$ cat config.mk
export PLATFORM = sky130hd
export DESIGN_NAME = bsel_source_picker
export DESIGN_NICKNAME = d
export VERILOG_FILES = /design/src/core/bsel_pkg.sv /design/src/core/bsel_source_picker.sv
export VERILOG_INCLUDE_DIRS = /design/src /design/src/core
export SDC_FILE = /design/constraint.sdc
export NUM_CORES = 1
export LEC_CHECK = 0
export ABC_AREA = 1
export BUFFER_PORTS_ARGS = -buffer_cell sky130_fd_sc_hd__buf_4
export CORE_MARGIN = 3
export CORE_UTILIZATION = 35
export CTS_BUF_LIST = sky130_fd_sc_hd__clkbuf_16
export DETAILED_ROUTE_END_ITERATION = 10
export GPL_ROUTABILITY_DRIVEN = 0
export HOLD_SLACK_MARGIN = 0.08
export PLACE_DENSITY_LB_ADDON = 0.05
export SLEW_MARGIN = 0
export SYNTH_ARGS = -nofsm -noshare
export SYNTH_HDL_FRONTEND = slang
export SYNTH_SLANG_ARGS = --single-unit
export TNS_END_PERCENT = 30
$ cat constraint.sdc
create_clock -name clk_sys -period 10.7 [get_ports clk_sys]
set_clock_uncertainty 0.2 [all_clocks]
set_input_delay 1.605 -clock clk_sys [delete_from_list [all_inputs] [get_ports clk_sys]]
set_output_delay 1.605 -clock clk_sys [all_outputs]
set_load 0.01 [all_outputs]
$ cat src/core/bsel_consts.svh
// Purpose: offsets, field positions, reset values and timing counts of the source picker
// Assumes: included by bare name
// Notes:   definitions only
`ifndef BSEL_CONSTS_SVH
`define BSEL_CONSTS_SVH

// register offsets
`define BSEL_ADDR_CTRL    8'h00
`define BSEL_ADDR_FREQ    8'h04
`define BSEL_ADDR_MODIDX  8'h08
`define BSEL_ADDR_WEIGHT  8'h0C
`define BSEL_ADDR_THRESH  8'h10
`define BSEL_ADDR_DELAY   8'h14
`define BSEL_ADDR_STATUS  8'h18
`define BSEL_ADDR_TUNE    8'h1C
`define BSEL_ADDR_MODOUT  8'h20

// control and status field positions
`define BSEL_CTRL_PICK    0
`define BSEL_CTRL_DCANT   1
`define BSEL_CTRL_CMBON   2
`define BSEL_CTRL_RETAIN  3
`define BSEL_CTRL_HOLD    4
`define BSEL_STAT_REJECT  0

// reset values
`define BSEL_CTRL_RST     5'h05
`define BSEL_FREQ_RST     13'h0190
`define BSEL_IDX_RST      16'h02BC
`define BSEL_WEIGHT_RST   16'h8080
`define BSEL_THRESH_RST   8'h04
`define BSEL_DELAY_RST    12'h000

// frequency plan in MHz and index limits in thousandths
`define BSEL_LO_MHZ       13'h15AE
`define BSEL_C_LO         13'h1130
`define BSEL_C_HI         13'h141E
`define BSEL_P_LO         13'h0190
`define BSEL_P_HI         13'h047E
`define BSEL_IDX_MIN      16'h015E
`define BSEL_IDX_MAX      16'h1F40

// timing
`define BSEL_CLK_KHZ      40000
`define BSEL_SNAP_MS      100
`define BSEL_FRAME_BITS   64
`define BSEL_DQE_SYNC     16'hA5C3

`endif

$ cat src/core/bsel_pkg.sv
// Purpose: types shared by the source picker
// Assumes: nothing
// Notes:   constants live in bsel_consts.svh
package bsel_pkg;
    typedef enum logic [1:0] {
        SRC_DISABLED = 2'h0,
        SRC_BAD      = 2'h1,
        SRC_GOOD     = 2'h2,
        SRC_BEST     = 2'h3
    } bsel_state_t;

    typedef logic [1:0] bsel_src_t;
endpackage

$ cat src/core/bsel_source_picker.sv
// Purpose: per-bit best source picker, tuning decision and modulation index control
// Assumes: demod strobes and data on clk_sys; cmbPresent is an async pin
// Notes:   sources are indexed 0 = channel 1, 1 = combiner, 2 = channel 2
`include "bsel_consts.svh"
`timescale 1ns/1ps
`default_nettype none

module bsel_source_picker #(
    parameter int FRAME_BITS  = `BSEL_FRAME_BITS,
    parameter int SNAP_CYCLES = `BSEL_SNAP_MS * `BSEL_CLK_KHZ
) (
    // clock and reset
    input  wire  logic        clk_sys,
    input  wire  logic        rst_n,
    // register port
    input  wire  logic [7:0]  regAddr,
    input  wire  logic [31:0] regWdata,
    input  wire  logic        regWr,
    input  wire  logic        regRd,
    output logic       [31:0] regRdata,
    // demodulator side
    input  wire  logic        bitStb,
    input  wire  logic        ch1Bit,
    input  wire  logic        cmbBit,
    input  wire  logic        ch2Bit,
    input  wire  logic [7:0]  ch1Qual,
    input  wire  logic [7:0]  cmbQual,
    input  wire  logic [7:0]  ch2Qual,
    input  wire  logic [11:0] ch1Sample,
    input  wire  logic [11:0] ch2Sample,
    input  wire  logic [15:0] idxEstimate,
    input  wire  logic        nvIdxLoad,
    input  wire  logic [15:0] nvIdx,
    input  wire  logic        cmbPresent,
    // data output
    output logic       [11:0] cmbSample_q,
    output logic              dataOut_q,
    output logic              dataStb_q,
    output logic              dqeStart_q,
    output logic       [31:0] dqeHeader_q,
    // status
    output logic       [7:0]  selQual_q,
    output logic       [5:0]  srcState_q,
    output logic              statusValid_q,
    // tuning and index
    output logic       [12:0] tuneFreq_q,
    output logic              reinvert_q,
    output logic       [15:0] modIdx_q,
    output logic              modHold_q,
    output logic              persistIdx_q
);
    import bsel_pkg::*;

    if (FRAME_BITS < 2 || FRAME_BITS > 255) begin : g_badFrame
        $error("FRAME_BITS must be 2..255");
    end
    if (SNAP_CYCLES < 2) begin : g_badSnap
        $error("SNAP_CYCLES must be at least 2");
    end

    function automatic bsel_src_t pickBest(input bsel_src_t cur, input logic [2:0] elig, input logic [23:0] q);
        bsel_src_t b;
        b = cur;
        for (int i = 0; i < 3; i++) begin
            if (elig[i] && q[8*i +: 8] > q[8*b +: 8]) begin
                b = bsel_src_t'(i);
            end
        end
        return b;
    endfunction

    ////////////////////////////////////////////////////////////////////////////////////////////////
    // registers
    logic [4:0]  ctrl_q;
    logic [12:0] freq_q;
    logic [15:0] heldIdx_q;
    logic [15:0] weight_q;
    logic [7:0]  thresh_q;
    logic [11:0] delay_q;
    logic        reject_q;
    logic        presMeta_q;
    logic        presSync_q;

    wire wrCtrl   = regWr && regAddr == `BSEL_ADDR_CTRL;
    wire wrIdx    = regWr && regAddr == `BSEL_ADDR_MODIDX;
    wire wrStat   = regWr && regAddr == `BSEL_ADDR_STATUS;
    wire idxOk    = regWdata[15:0] >= `BSEL_IDX_MIN && regWdata[15:0] <= `BSEL_IDX_MAX;
    wire nvOk     = nvIdx >= `BSEL_IDX_MIN && nvIdx <= `BSEL_IDX_MAX;
    wire nvTake   = nvIdxLoad && ctrl_q[`BSEL_CTRL_RETAIN] && nvOk;
    wire idxTake  = wrIdx && idxOk;
    wire goTrack  = wrCtrl && !regWdata[`BSEL_CTRL_HOLD];

    always_ff @(posedge clk_sys or negedge rst_n) begin
        if (!rst_n) begin
            ctrl_q   <= `BSEL_CTRL_RST;
            freq_q   <= `BSEL_FREQ_RST;
            weight_q <= `BSEL_WEIGHT_RST;
            thresh_q <= `BSEL_THRESH_RST;
            delay_q  <= `BSEL_DELAY_RST;
        end else begin
            if (wrCtrl) begin
                ctrl_q <= regWdata[4:0];
            end else if (idxTake || nvTake) begin
                ctrl_q[`BSEL_CTRL_HOLD] <= 1'b1;
            end
            if (regWr && regAddr == `BSEL_ADDR_FREQ) begin
                freq_q <= regWdata[12:0];
            end
            if (regWr && regAddr == `BSEL_ADDR_WEIGHT) begin
                weight_q <= regWdata[15:0];
            end
            if (regWr && regAddr == `BSEL_ADDR_THRESH) begin
                thresh_q <= regWdata[7:0];
            end
            if (regWr && regAddr == `BSEL_ADDR_DELAY) begin
                delay_q <= regWdata[11:0];
            end
        end
    end

    always_ff @(posedge clk_sys or negedge rst_n) begin
        if (!rst_n) begin
            reject_q <= 1'b0;
        end else if (wrIdx && !idxOk) begin
            reject_q <= 1'b1;
        end else if (wrStat && regWdata[`BSEL_STAT_REJECT]) begin
            reject_q <= 1'b0;
        end
    end

    always_ff @(posedge clk_sys or negedge rst_n) begin
        if (!rst_n) begin
            heldIdx_q <= `BSEL_IDX_RST;
        end else if (idxTake) begin
            heldIdx_q <= regWdata[15:0];
        end else if (nvTake) begin
            heldIdx_q <= nvIdx;
        end else if (goTrack) begin
            heldIdx_q <= `BSEL_IDX_RST;
        end
    end

    always_ff @(posedge clk_sys or negedge rst_n) begin
        if (!rst_n) begin
            modIdx_q     <= `BSEL_IDX_RST;
            modHold_q    <= 1'b0;
            persistIdx_q <= 1'b0;
        end else begin
            modIdx_q     <= ctrl_q[`BSEL_CTRL_HOLD] ? heldIdx_q : idxEstimate;
            modHold_q    <= ctrl_q[`BSEL_CTRL_HOLD];
            persistIdx_q <= ctrl_q[`BSEL_CTRL_HOLD] && ctrl_q[`BSEL_CTRL_RETAIN];
        end
    end

    ////////////////////////////////////////////////////////////////////////////////////////////////
    // tuning decision
    wire isCBand = freq_q >= `BSEL_C_LO && freq_q <= `BSEL_C_HI;
    wire isPBand = freq_q >= `BSEL_P_LO && freq_q <= `BSEL_P_HI;
    wire dcAnt   = ctrl_q[`BSEL_CTRL_DCANT];
    wire [12:0] pEquiv = `BSEL_LO_MHZ - freq_q;

    always_ff @(posedge clk_sys or negedge rst_n) begin
        if (!rst_n) begin
            tuneFreq_q <= `BSEL_FREQ_RST;
            reinvert_q <= 1'b0;
        end else if (isCBand && dcAnt) begin
            tuneFreq_q <= pEquiv;
            reinvert_q <= 1'b1;
        end else begin
            tuneFreq_q <= freq_q;
            reinvert_q <= 1'b0;
        end
    end

    ////////////////////////////////////////////////////////////////////////////////////////////////
    // combiner sample
    wire signed [20:0] prod1 = $signed(ch1Sample) * $signed({1'b0, weight_q[7:0]});
    wire signed [20:0] prod2 = $signed(ch2Sample) * $signed({1'b0, weight_q[15:8]});
    wire signed [21:0] wsum  = {prod1[20], prod1} + {prod2[20], prod2};

    always_ff @(posedge clk_sys or negedge rst_n) begin
        if (!rst_n) begin
            cmbSample_q <= 12'h000;
        end else begin
            cmbSample_q <= wsum[19:8];
        end
    end

    ////////////////////////////////////////////////////////////////////////////////////////////////
    // delay matching and selection
    wire [2:0]  srcBit = {ch2Bit, cmbBit, ch1Bit};
    wire [23:0] qAll   = {ch2Qual, cmbQual, ch1Qual};
    logic [2:0] dlyBit;
    logic       stbD1_q;
    logic       cmbD1_q;
    logic       enApplied_q;
    bsel_src_t  best_q;
    logic [2:0] corrOk_q;

    for (genvar g = 0; g < 3; g++) begin : g_dly
        logic [15:0] line_q;
        always_ff @(posedge clk_sys or negedge rst_n) begin
            if (!rst_n) begin
                line_q <= 16'h0000;
            end else if (bitStb) begin
                line_q <= {line_q[14:0], srcBit[g]};
            end
        end
        assign dlyBit[g] = line_q[delay_q[4*g +: 4]];
    end

    wire [2:0]  elig        = corrOk_q | (3'b001 << best_q);
    wire bsel_src_t bestNext = pickBest(best_q, elig, qAll);
    wire        betterExist = pickBest(best_q, elig, qAll) != best_q;
    wire        selBit      = dlyBit[bestNext];
    wire [7:0]  liveQual    = qAll[8*bestNext +: 8];

    logic [7:0]  frameCnt_q;
    logic [FRAME_BITS-1:0] frameLine_q;
    wire         frameEnd   = stbD1_q && frameCnt_q == 8'(FRAME_BITS - 1);

    always_ff @(posedge clk_sys or negedge rst_n) begin
        if (!rst_n) begin
            stbD1_q     <= 1'b0;
            cmbD1_q     <= 1'b0;
            enApplied_q <= 1'b0;
        end else begin
            stbD1_q <= bitStb;
            if (bitStb) begin
                cmbD1_q     <= cmbBit;
                enApplied_q <= ctrl_q[`BSEL_CTRL_PICK];
            end
        end
    end

    always_ff @(posedge clk_sys or negedge rst_n) begin
        if (!rst_n) begin
            best_q      <= 2'h1;
            frameCnt_q  <= 8'h00;
            frameLine_q <= '0;
        end else if (stbD1_q) begin
            best_q      <= bestNext;
            frameCnt_q  <= frameEnd ? 8'h00 : frameCnt_q + 8'h01;
            frameLine_q <= {frameLine_q[FRAME_BITS-2:0], selBit};
        end
    end

    for (genvar g = 0; g < 3; g++) begin : g_corr
        logic [7:0] miss_q;
        always_ff @(posedge clk_sys or negedge rst_n) begin
            if (!rst_n) begin
                miss_q      <= 8'h00;
                corrOk_q[g] <= 1'b1;
            end else if (frameEnd) begin
                miss_q      <= 8'h00;
                corrOk_q[g] <= (miss_q <= thresh_q);
            end else if (stbD1_q && dlyBit[g] != selBit && miss_q != 8'hFF) begin
                miss_q <= miss_q + 8'h01;
            end
        end
    end

    always_ff @(posedge clk_sys or negedge rst_n) begin
        if (!rst_n) begin
            dataOut_q <= 1'b0;
            dataStb_q <= 1'b0;
        end else begin
            dataStb_q <= stbD1_q;
            if (stbD1_q) begin
                dataOut_q <= enApplied_q ? frameLine_q[FRAME_BITS-1] : cmbD1_q;
            end
        end
    end

    always_ff @(posedge clk_sys or negedge rst_n) begin
        if (!rst_n) begin
            dqeStart_q  <= 1'b0;
            dqeHeader_q <= 32'h0000_0000;
        end else begin
            dqeStart_q <= frameEnd && enApplied_q;
            if (frameEnd) begin
                dqeHeader_q <= {`BSEL_DQE_SYNC, 8'h00, liveQual};
            end
        end
    end

    ////////////////////////////////////////////////////////////////////////////////////////////////
    // status snapshot
    logic [31:0] snapCnt_q;
    wire         snapTick = snapCnt_q == 32'(SNAP_CYCLES - 1);
    wire         statGate = presSync_q && ctrl_q[`BSEL_CTRL_CMBON];
    logic [5:0]  liveState;

    for (genvar g = 0; g < 3; g++) begin : g_state
        assign liveState[2*g +: 2] = !enApplied_q ? SRC_DISABLED :
                                     (bsel_src_t'(g) == best_q) ? SRC_BEST :
                                     corrOk_q[g] ? SRC_GOOD : SRC_BAD;
    end

    always_ff @(posedge clk_sys or negedge rst_n) begin
        if (!rst_n) begin
            presMeta_q <= 1'b0;
            presSync_q <= 1'b0;
            snapCnt_q  <= 32'h0000_0000;
        end else begin
            presMeta_q <= cmbPresent;
            presSync_q <= presMeta_q;
            snapCnt_q  <= snapTick ? 32'h0000_0000 : snapCnt_q + 32'h0000_0001;
        end
    end

    always_ff @(posedge clk_sys or negedge rst_n) begin
        if (!rst_n) begin
            selQual_q     <= 8'h00;
            srcState_q    <= 6'h00;
            statusValid_q <= 1'b0;
        end else begin
            statusValid_q <= statGate;
            if (!statGate) begin
                selQual_q  <= 8'h00;
                srcState_q <= 6'h00;
            end else if (snapTick) begin
                selQual_q  <= enApplied_q ? qAll[8*best_q +: 8] : 8'h00;
                srcState_q <= liveState;
            end
        end
    end

    ////////////////////////////////////////////////////////////////////////////////////////////////
    // read port
    logic [31:0] rdMux;
    always_comb begin
        case (regAddr)
            `BSEL_ADDR_CTRL:   rdMux = {27'h000_0000, ctrl_q};
            `BSEL_ADDR_FREQ:   rdMux = {19'h0_0000, freq_q};
            `BSEL_ADDR_MODIDX: rdMux = {16'h0000, heldIdx_q};
            `BSEL_ADDR_WEIGHT: rdMux = {16'h0000, weight_q};
            `BSEL_ADDR_THRESH: rdMux = {24'h00_0000, thresh_q};
            `BSEL_ADDR_DELAY:  rdMux = {20'h0_0000, delay_q};
            `BSEL_ADDR_STATUS: rdMux = {8'h00, statusValid_q, srcState_q, selQual_q, 8'h00, reject_q};
            `BSEL_ADDR_TUNE:   rdMux = {18'h0_0000, reinvert_q, tuneFreq_q};
            `BSEL_ADDR_MODOUT: rdMux = {15'h0000, modHold_q, modIdx_q};
            default:           rdMux = 32'h0000_0000;
        endcase
    end

    always_ff @(posedge clk_sys or negedge rst_n) begin
        if (!rst_n) begin
            regRdata <= 32'h0000_0000;
        end else begin
            regRdata <= regRd ? rdMux : 32'h0000_0000;
        end
    end
endmodule

`default_nettype wire

# After elaboration in Yosys (flattened, before gate mapping)
# Index checks and enable logic that the tools add are counted.
[totals] regBits=360 inputBits=130 wordCells=177
[op_classes] add_sub_neg=7 multipliers=2 n_lt_le_gt_ge=16 eq_ne=19 shift=5 n_mux=46 n_bitwise=1 n_reduce_logical=41
[ops] op="24-bit one-hot mux with 9 select lines" n=1
[ops] op="24-bit by 6-bit indexed part select with 8-bit output" n=4
[ops] op="8-bit two-way mux" n=10
[ops] op="16-bit two-way mux" n=4
[ops] op="32-bit two-way mux" n=2
[ops] op="12-bit by 9-bit multiplier with 20-bit output" n=2
[ops] op="32-bit by 1-bit adder with 32-bit output, second input constant" n=1
[ops] op="8-bit by 1-bit adder with 8-bit output, second input constant" n=4
[ops] op="32-bit by 22-bit equality test with 1-bit output, second input constant" n=1
[ops] op="8-bit by 5-bit equality test with 1-bit output, second input constant" n=4
[ops] op="16-bit by 9-bit >= comparator with 1-bit output, second input constant" n=2
[ops] op="16-bit by 13-bit less-or-equal comparator with 1-bit output, second input constant" n=2
[ops] op="1-bit logical AND" n=30
[ops] op="8-bit greater-than comparator" n=3
[ops] op="8-bit less-or-equal comparator" n=3
[ops] op="2-bit two-way mux" n=12
[ops] op="8-bit inequality test, second input constant" n=3
[ops] op="20-bit adder" n=1
[ops] op="8-bit by 4-bit equality test with 1-bit output, second input constant" n=2
[ops] op="8-bit by 6-bit equality test with 1-bit output, second input constant" n=2
[ops] op="4-bit by 5-bit < comparator with 1-bit output, second input constant" n=3
[ops] op="13-bit >= comparator, second input constant" n=1
[ops] op="13-bit less-or-equal comparator, second input constant" n=1
[ops] op="13-bit two-way mux" n=1
[ops] op="19 further kinds" n=38

# Logic depth before layout (Yosys ltp)
# Gate-level depths: netlist (run 1).
[logic_depth] ltp_word=19 depth_mapped=48 mapped_depth_nobuf=47

# Least setup slack after synthesis (run 1)
# OpenSTA, ideal clock, no wires.
[synth_path] path_kind="in2reg" start="in ch2Sample[3]" end="reg cmbSample_q[9]" setup_time_ps=124 t_arrival_ps=6468 path_slack_ps=3908 path_stages=21 n_path_buf=1 cell_sequence="clkbuf_1 nand2_1 fa_1 fa_1 inv_1 fa_1 inv_1 fa_1 fa_1 inv_1 fa_1 ha_1 a21oi_1 nor2_1 a211oi_1 o21ai_0 nor2_1 o21ai_0 nand2_1 nand2_1 xor2_1"
[synth_via] elab_chain_len=2
[synth_rtl] element="start, declared" line="bsel_source_picker.sv:30" text="input wire logic [11:0] ch2Sample,"
[synth_rtl] element="12-bit by 9-bit multiplier with 20-bit output" line="bsel_source_picker.sv:178" text="wire signed [20:0] prod2 = $signed(ch2Sample) * $signed({1'b0, weight_q[15:8]});"
[synth_rtl] element="20-bit adder" line="bsel_source_picker.sv:179" text="wire signed [21:0] wsum = {prod1[20], prod1} + {prod2[20], prod2};"
[synth_rtl] element="named net wsum[17]" line="bsel_source_picker.sv:179"
[synth_rtl] element="end signal, assigned" line="bsel_source_picker.sv:185" text="cmbSample_q <= wsum[19:8];"
[synth_rtl] element="end, declared" line="bsel_source_picker.sv:36" text="output logic [11:0] cmbSample_q,"
# The timed path passes the listed nets, and every way through them passes these cells.
# A chain may end at the register's enable or synchronous reset.

# Worst setup path in the final report (run 1)
[layout_path] start="in ch2Qual[0]" end="reg g_corr[0].miss_q[3]"
[layout_via] elab_chain_len=18
[layout_rtl] element="start, declared" line="bsel_source_picker.sv:28" text="input wire logic [7:0] ch2Qual,"
[layout_rtl] element="24-bit by 6-bit indexed part select with 8-bit output" line="bsel_source_picker.sv:65" text="if (elig[i] && q[8*i +: 8] > q[8*b +: 8]) begin"
[layout_rtl] element="8-bit greater-than comparator"
[layout_rtl] element="1-bit logical AND"
[layout_rtl] element="2-bit two-way mux" line="bsel_source_picker.sv:65"
[layout_rtl] element="24-bit by 6-bit indexed part select with 8-bit output"
[layout_rtl] element="8-bit greater-than comparator"
[layout_rtl] element="1-bit logical AND"
[layout_rtl] element="2-bit two-way mux" line="bsel_source_picker.sv:65"
[layout_rtl] element="24-bit by 6-bit indexed part select with 8-bit output"
[layout_rtl] element="8-bit greater-than comparator"
[layout_rtl] element="1-bit logical AND"
[layout_rtl] element="2-bit two-way mux (*)" line="bsel_source_picker.sv:65"
[layout_rtl] element="1-bit binary-select mux with 2-bit select (*)" line="bsel_source_picker.sv:215" text="wire selBit = dlyBit[bestNext];"
[layout_rtl] element="1-bit two-way mux (implied by the code) (*)" line="bsel_source_picker.sv:215"
[layout_rtl] element="1-bit inequality test (*)" line="bsel_source_picker.sv:257" text="end else if (stbD1_q && dlyBit[g] != selBit && miss_q != 8'hFF) begin"
[layout_rtl] element="1-bit logical AND (*) (2 in a row)" line="bsel_source_picker.sv:257"
[layout_rtl] element="2-bit nonzero test (no line) (*)"
[layout_rtl] element="end signal, assigned" line="bsel_source_picker.sv:258" text="miss_q <= miss_q + 8'h01;"
[layout_rtl] element="end, declared" line="bsel_source_picker.sv:249" text="logic [7:0] miss_q;"
# Mark *: on every way between the ends. The rest lies on a longest branch, timed or not. The select of a mux whose other input is x is not followed.

==> flow_metrics.py, run 1 <==
metrics = {
    "yosys": {
        "netlist_top_cells_count": "nand2_1 (644), inv_1 (585), dfrtp_1 (324)",
        "yosysTopAreaCellShare_pct": 33.2,
        "synth_adder_area_share_pct": 21.1,
        "synth_area_leader_cell": "dfrtp_1",
        "synth_xor_area_share_pct": 2.51,
        "synth_cell_types": 53,
        "synthFlopType": "dfrtp_1",
        "synth_cells": 2944,
        "synth_top_family_by_area": "adder cells",
        "syn_avg_cell_area_um2": 8.30,
        "synth-edff-count": 0,
        "ys_top_cells_by_area": "dfrtp_1 (33%), fa_1 (15%), nand2_1 (9.9%)",
        "seq_area_frac_synth_pct": 36.1,
        "synth-seq-cells": 351,
        "synth_mux_area_share_pct": 0.225,
        "async_flop_share_pct": 100,
        "synth_area_mm2": 0.0244,
        "yosys_warnings": 0,
        "synth_compound_area_share_pct": 10.9,
        "yosysMostFrequentCell": "nand2_1",
        "synthSimpleGateAreaFrac_pct": 17.3,
    },
    "power_and_ir_drop": {
        "power_density_mw_per_mm2": 153,
        "peakVddDrop_mv": 0.116,
        "leakage_nw": 14.4,
        "power_mw": 4.29,
    },
    "timing": {
        "rsz0062_at_grt": "false",
        "fin_crit_ns": 7.87,
        "setup_violations": 0,
        "timing.final.crit_share_pct": 73.5,
        "whs_ns": 0.149,
        "maxSlewViolCount": 0,
        "final_hold_viol_count": 0,
        "slew_headroom_pct": 28.1,
        "worst_slew_pin_slew_ns": 1.07,
        "max_freq_mhz": 127,
        "tns_ns": 0,
    },
    "detailed_routing": {
        "dr.pass1.iters": 5,
        "vias_per_cell": 4.86,
        "vias": 19700,
        "drc_errors": 0,
        "routed_wl_mm": 74.6,
        "drtIter0Drc": 1479,
        "antenna_left": 0,
        "routedWlPerCell_um": 18.4,
    },
    "worst_setup_path": {
        "rrSetupSlack_ns": 3.16,
        "cp_data_arrival_time_ns": 8.12,
        "cp.required_ns": 10.96,
        "cp_common_cell": "nand2_1",
        "end_kind": "flip-flop",
        "r2r_start": "best_q[1]$_DFFE_PN0P_",
        "critPathMaxFanout": 19,
        "cp_slowest_stage_delay_ns": 0.63,
        "worstSetupStartpointType": "input pin",
        "r2r-end": "g_corr[0].miss_q[3]$_DFFE_PN0P_",
        "crit_slowest_cell": "a221oi_1",
        "rr_worst_depth": 38,
        "worstSetupPathType": "input pin to flip-flop",
    },
    "floorplanning": {
        "start_util_pct": 35.5,
        "coreArea_mm2": 0.0688,
        "rows": 96,
        "die_h_um": 270,
        "fp.dieW_um": 270,
        "io-pin-count": 256,
        "die_area_mm2": 0.0730,
    },
    "global_route": {
        "grt_pass1_wl_mm": 118,
        "grt_antenna_before_repair": 0,
        "grt_max_degree": 164,
        "grt_pass1_vias": 20300,
        "grt_use_total_pct": 20.5,
        "grt_overflow": 0,
    },
    "placement": {
        "port_buffers": 215,
        "dp_hpwl_mm": 57.3,
    },
    "layout": {
        "synthToLayoutAreaGrowth_pct": 15.1,
        "nets": 3529,
        "fillers": 7029,
        "drive_gt1_share_pct": 10.8,
    },
    "clocking": {
        "cts_made_buffers": 44,
        "ctsResizeCount": 0,
        "tritoncts": "yes",
        "clk_pin_slew_ns": 0.06,
        "cts_num_sinks": 351,
        "cts_max_path_buffers": 3,
        "htreeDepth": 2,
        "ctsHoldBuffers": 0,
        "clk_latency_ns": 0.58,
        "cts_root_buffer": "clkbuf_16",
        "post_cts_buffers": 0,
    },
    "hold_path": {
        "hold_path_end": "presSync_q$_DFF_PN0_",
        "hold_start": "presMeta_q$_DFF_PN0_",
        "hp-class": "flip-flop to flip-flop",
        "min_delay_path_depth": 0,
    },
    "flow_run": {
        "drv_cap": 0,
    },
    "outcome": {
        "status": "finished, final reports clean",
    },
}
routing by layer:
| metal | share of wire, % | routed length (µm) | global-route usage (%) |
|---|---|---|---|
| met1 | 46 | 34000 | 28.4 |
| met2 | 47 | 35400 | 34.4 |
| met3 | 4.8 | 3570 | 2.62 |
| met4 | 2.1 | 1580 | 4.53 |
| met5 | 0 | 0 | 0 |
kinds of logic (layout without fill, tap and decap cells):
kind of cell / after synthesis / count (layout)
and+or+nand+nor: 1003 / 1003
buffers and inverters: 733 / 895
AOI/OAI and AO/OA: 477 / 477
DFF: 351 / 351
adders and majority gates: 304 / 304
xor gates and xnor gates: 70 / 70
muxes: 5 / 5
other: 1 / 26
flip-flops by register name (all words and copies together), names as in the netlist, 6 cells and up:
register,flops
g_corr.miss_q,24
selQual_q,8
srcState_q,6
heldIdx_q,16
delay_q,12
regRdata,24
tuneFreq_q,13
freq_q,13
snapCnt_q,32
dqeHeader_q,9
thresh_q,8
frameLine_q,64
modIdx_q,16
weight_q,16
frameCnt_q,8
cmbSample_q,12
g_dly.line_q,48
worst max-delay path by stage:
stage,startpoint,to,slack (ns),cells past startpoint
4_1_cts,ch2Qual[0],g_corr[0].miss_q[3]$_DFFE_PN0P_,2.96,39
3_5_place_dp,ch2Qual[0],g_corr[0].miss_q[4]$_DFFE_PN0P_,2.39,39
2_1_floorplan,ch2Sample[3],cmbSample_q[9]$_DFF_PN0_,3.91,21
3_3_place_gp,ch2Qual[0],g_corr[0].miss_q[1]$_DFFE_PN0P_,2.46,38
5_1_grt,ch2Qual[0],g_corr[0].miss_q[6]$_DFFE_PN0P_,2.25,40
6_report,ch2Qual[0],g_corr[0].miss_q[3]$_DFFE_PN0P_,2.83,39
through the flow:
stage	worst slack, ns	instance area (µm²)	util [%]	cells
finish	2.83	28100	40.8	4062
global route	2.25	28100	40.8	4060
CTS	2.96	28100	40.8	4060
detailed placement	2.39	26700	38.8	3980
global placement	2.46	26700	38.8	3980
floorplan	3.91	24500	-	2967
where the power goes:
part | internal, mW | total [mW] | leakage, nW | switching (mW)
clock | 0.847 | 1.46 | 0.720 | 0.616
sequential | 1.47 | 1.60 | 4.51 | 0.124
combinational | 0.453 | 1.23 | 9.13 | 0.779
worst max-delay path: cells and delay by family:
kind / cells / cell delay [ns]
and+or+nand+nor: 22 / 2.90
buffers and inverters: 6 / 0.98
adders and majority gates: 3 / 0.80
AOI/OAI and AO/OA: 8 / 1.82
final cells by class:
| class | instances | area (µm²) | share of cell area [%] |
|---|---|---|---|
| flip-flops and latches | 351 | 8820 | 31.4 |
| clock inverters | 36 | 299 | 1.06 |
| inverters | 591 | 2220 | 7.89 |
| multi-input cells | 1883 | 12800 | 45.5 |
| diodes | 2 | 5.00 | 0.0178 |
| clock buffers | 44 | 1100 | 3.92 |
| repair buffers | 224 | 1700 | 6.05 |
| well taps | 931 | 1160 | 4.14 |
layout by cell type, fill, tap and decap left out, types with 11 or more instances in the layout:
master	n
xor2_1	47
o211ai_1	12
nor3_1	29
a21oi_1	105
buf_4	222
xnor2_1	23
a221oi_1	11
fa_1	180
clkinv_1	17
dfstp_2	27
ha_1	124
nand4_1	45
o22ai_1	33
nor2_1	142
conb_1	24
nand2_1	644
nand3_1	97
o21ai_0	256
a31oi_1	20
clkbuf_16	44
inv_1	594
nor4_1	14
dfrtp_1	323
Power figures use the tool's default switching activity.
==> inputs of run 2 (changes only) <==
==> constraint.sdc (replaced) <==
create_clock -name clk_sys -period 6.78 [get_ports clk_sys]
set_clock_uncertainty 0.2 [all_clocks]
set_input_delay 1.017 -clock clk_sys [delete_from_list [all_inputs] [get_ports clk_sys]]
set_output_delay 1.017 -clock clk_sys [all_outputs]
set_load 0.01 [all_outputs]
==> run 2 against run 1 <==
  * Setup slack lost 2.3 ns
  * Worst hold slack worse by 0.0034 ns
  * Sequential power rose by 57%
  * Clock power is 63% higher
  * Non-clock buffer count up 20
  * Critical path depth is 19 lower
  * Combinational power increased by 63%
  * Sequential cell count did not move
  * Clock-buffer cell count is 1 higher
  * Critical path type is now flip-flop to flip-flop
==> flow_metrics.py, run 2 (synthesis results as in run 1) <==
metrics = {
    "timing": {
        "rsz0062_at_grt": "false",
        "setup_violations": 0,
        "maxSlewViolCount": 0,
        "max_freq_mhz": 160,
        "tns_ns": 0,
        "final_hold_viol_count": 0,
        "fin_crit_ns": 6.25,
        "slew_headroom_pct": 33.4,
        "fin_ws_ns": 0.531,
        "worst_slew_pin_slew_ns": 0.991,
        "timing.final.crit_share_pct": 92.2,
    },
    "global_route": {
        "grt_antenna_before_repair": 1,
        "grt_pass1_vias": 20400,
        "grt_overflow": 0,
        "grt_use_total_pct": 20.6,
        "grt_max_degree": 127,
        "grt_pass1_wl_mm": 118,
    },
    "detailed_routing": {
        "routed_wl_mm": 74.7,
        "drc_errors": 0,
        "dr.pass1.iters": 5,
        "vias_per_cell": 4.88,
        "drtIter0Drc": 1262,
        "wl_met2_mm": 35.3,
        "wl_met3_mm": 3.91,
        "wl_met1_mm": 33.6,
        "antenna_left": 0,
        "highest_layer": "met4",
        "routedWlPerCell_um": 18.3,
        "vias": 19900,
    },
    "floorplanning": {
        "io-pin-count": 256,
        "coreArea_mm2": 0.0688,
        "start_util_pct": 35.5,
        "die_area_mm2": 0.0730,
        "die_h_um": 270,
        "fp.dieW_um": 270,
        "rows": 96,
    },
    "clocking": {
        "tritoncts": "yes",
        "clk_pin_slew_ns": 0.06,
        "post_cts_buffers": 0,
        "cts_num_sinks": 351,
        "htreeDepth": 2,
        "clk_latency_ns": 0.59,
        "cts_max_path_buffers": 3,
        "cts_root_buffer": "clkbuf_16",
        "cts_made_buffers": 45,
    },
    "worst_setup_path": {
        "critPathMaxFanout": 9,
        "worstSetupPathType": "flip-flop to flip-flop",
        "end_kind": "flip-flop",
        "cp.required_ns": 7.05,
        "rrSetupSlack_ns": 0.53,
        "cp_data_arrival_time_ns": 6.51,
        "worstSetupStartpointType": "flip-flop",
    },
    "layout": {
        "largest-register": "frameLine_q",
        "final_cell_count_no_fill": 4083,
        "seq_area_mm2": 0.00882,
        "nets": 3550,
        "top_regs": "frameLine_q (64), g_dly.line_q (48), snapCnt_q (32)",
        "drive_gt1_share_pct": 11.9,
        "fillers": 7024,
        "largest_reg_flops": 64,
        "layout_commonest_cell": "nand2_1",
        "synthToLayoutAreaGrowth_pct": 16.1,
        "mostFrequentLayoutCells": "nand2_1 (643), inv_1 (590), dfrtp_1 (323), o21ai_0 (256), buf_4 (241)",
        "multi_input_area_mm2": 0.0128,
    },
    "power_and_ir_drop": {
        "leakage_nw": 14.5,
        "power_mw": 6.90,
        "power_density_mw_per_mm2": 243,
        "peakVddDrop_mv": 0.181,
    },
    "placement": {
        "dp_hpwl_mm": 58.0,
        "dp.cells": 4000,
        "pre_cts_ws_ns": 0.0539,
        "port_buffers": 215,
    },
    "outcome": {
        "status": "finished, final reports clean",
    },
    "flow_run": {
        "drv_cap": 0,
    },
    "hold_path": {
        "hp-class": "flip-flop to flip-flop",
    },
}
-- run 2: worst paths after layout --
check	from	to	cells after the start
min in group asynchronous	rst_n	snapCnt_q[2]$_DFF_PN0_	1
setup / recovery	weight_q[9]$_DFFE_PN0P_	cmbSample_q[9]$_DFF_PN0_	20
setup reg to reg	weight_q[9]$_DFFE_PN0P_	cmbSample_q[9]$_DFF_PN0_	20
max in group asynchronous	rst_n	stbD1_q$_DFF_PN0_	2
hold / removal	presMeta_q$_DFF_PN0_	presSync_q$_DFF_PN0_	0
hold reg to reg	presMeta_q$_DFF_PN0_	presSync_q$_DFF_PN0_	0
-- run 2: where the power goes --
group	leakage (nW)	switching, mW	internal, mW
combinational	9.24	1.25	0.755
sequential	4.51	0.186	2.33
clock	0.726	1.01	1.38
-- run 2: layout make-up --
cell class              instances  share of cell area, %
multi-input cells            1883                   45.2
flip-flops and latches        351                   31.1
inverters                     591                   7.82
repair buffers                244                   6.57
well taps                     931                   4.11
clock buffers                  45                   3.97
clock inverters                37                   1.22
diodes                          1                0.00882
-- run 2: through the flow --
stage	area (µm²)	util, %	hold slack (ns)
2_1_floorplan	24500	-	0.131
3_3_place_gp	26900	39.0	0.142
3_5_place_dp	26900	39.0	0.139
4_1_cts	28300	41.2	0.150
5_1_grt	28400	41.2	0.161
6_report	28400	41.2	0.146
-- run 2: worst max-delay path: stages (launching register included) --
cell      delay [ns]
dfrtp_1         0.69
nand2_1         0.15
fa_1            0.53
fa_1            0.51
inv_1           0.05
fa_1            0.48
inv_1           0.07
fa_1            0.51
fa_1            0.54
inv_1           0.05
fa_1            0.47
ha_1            0.37
a21oi_1         0.20
nor2_1          0.06
a211oi_1        0.22
o21ai_0         0.13
nor2_1          0.35
o21ai_0         0.21
nand2_1         0.10
nand2_1         0.07
xor2_1          0.14
-- run 2: timing repair --
action | in CTS | in global routing
endpoints found under the hold margin | 0 | 0
resized for setup | 0 | 4
hold buffers | 0 | 0
endpoints found under the setup margin | 0 | 32
-- run 2: per-layer routing --
layer	GRT usage (%)	vias to the layer above
met5	0	-
met4	5.25	0
met3	3.66	105
met2	33.9	466
met1	28.1	9810
li1	-	9536
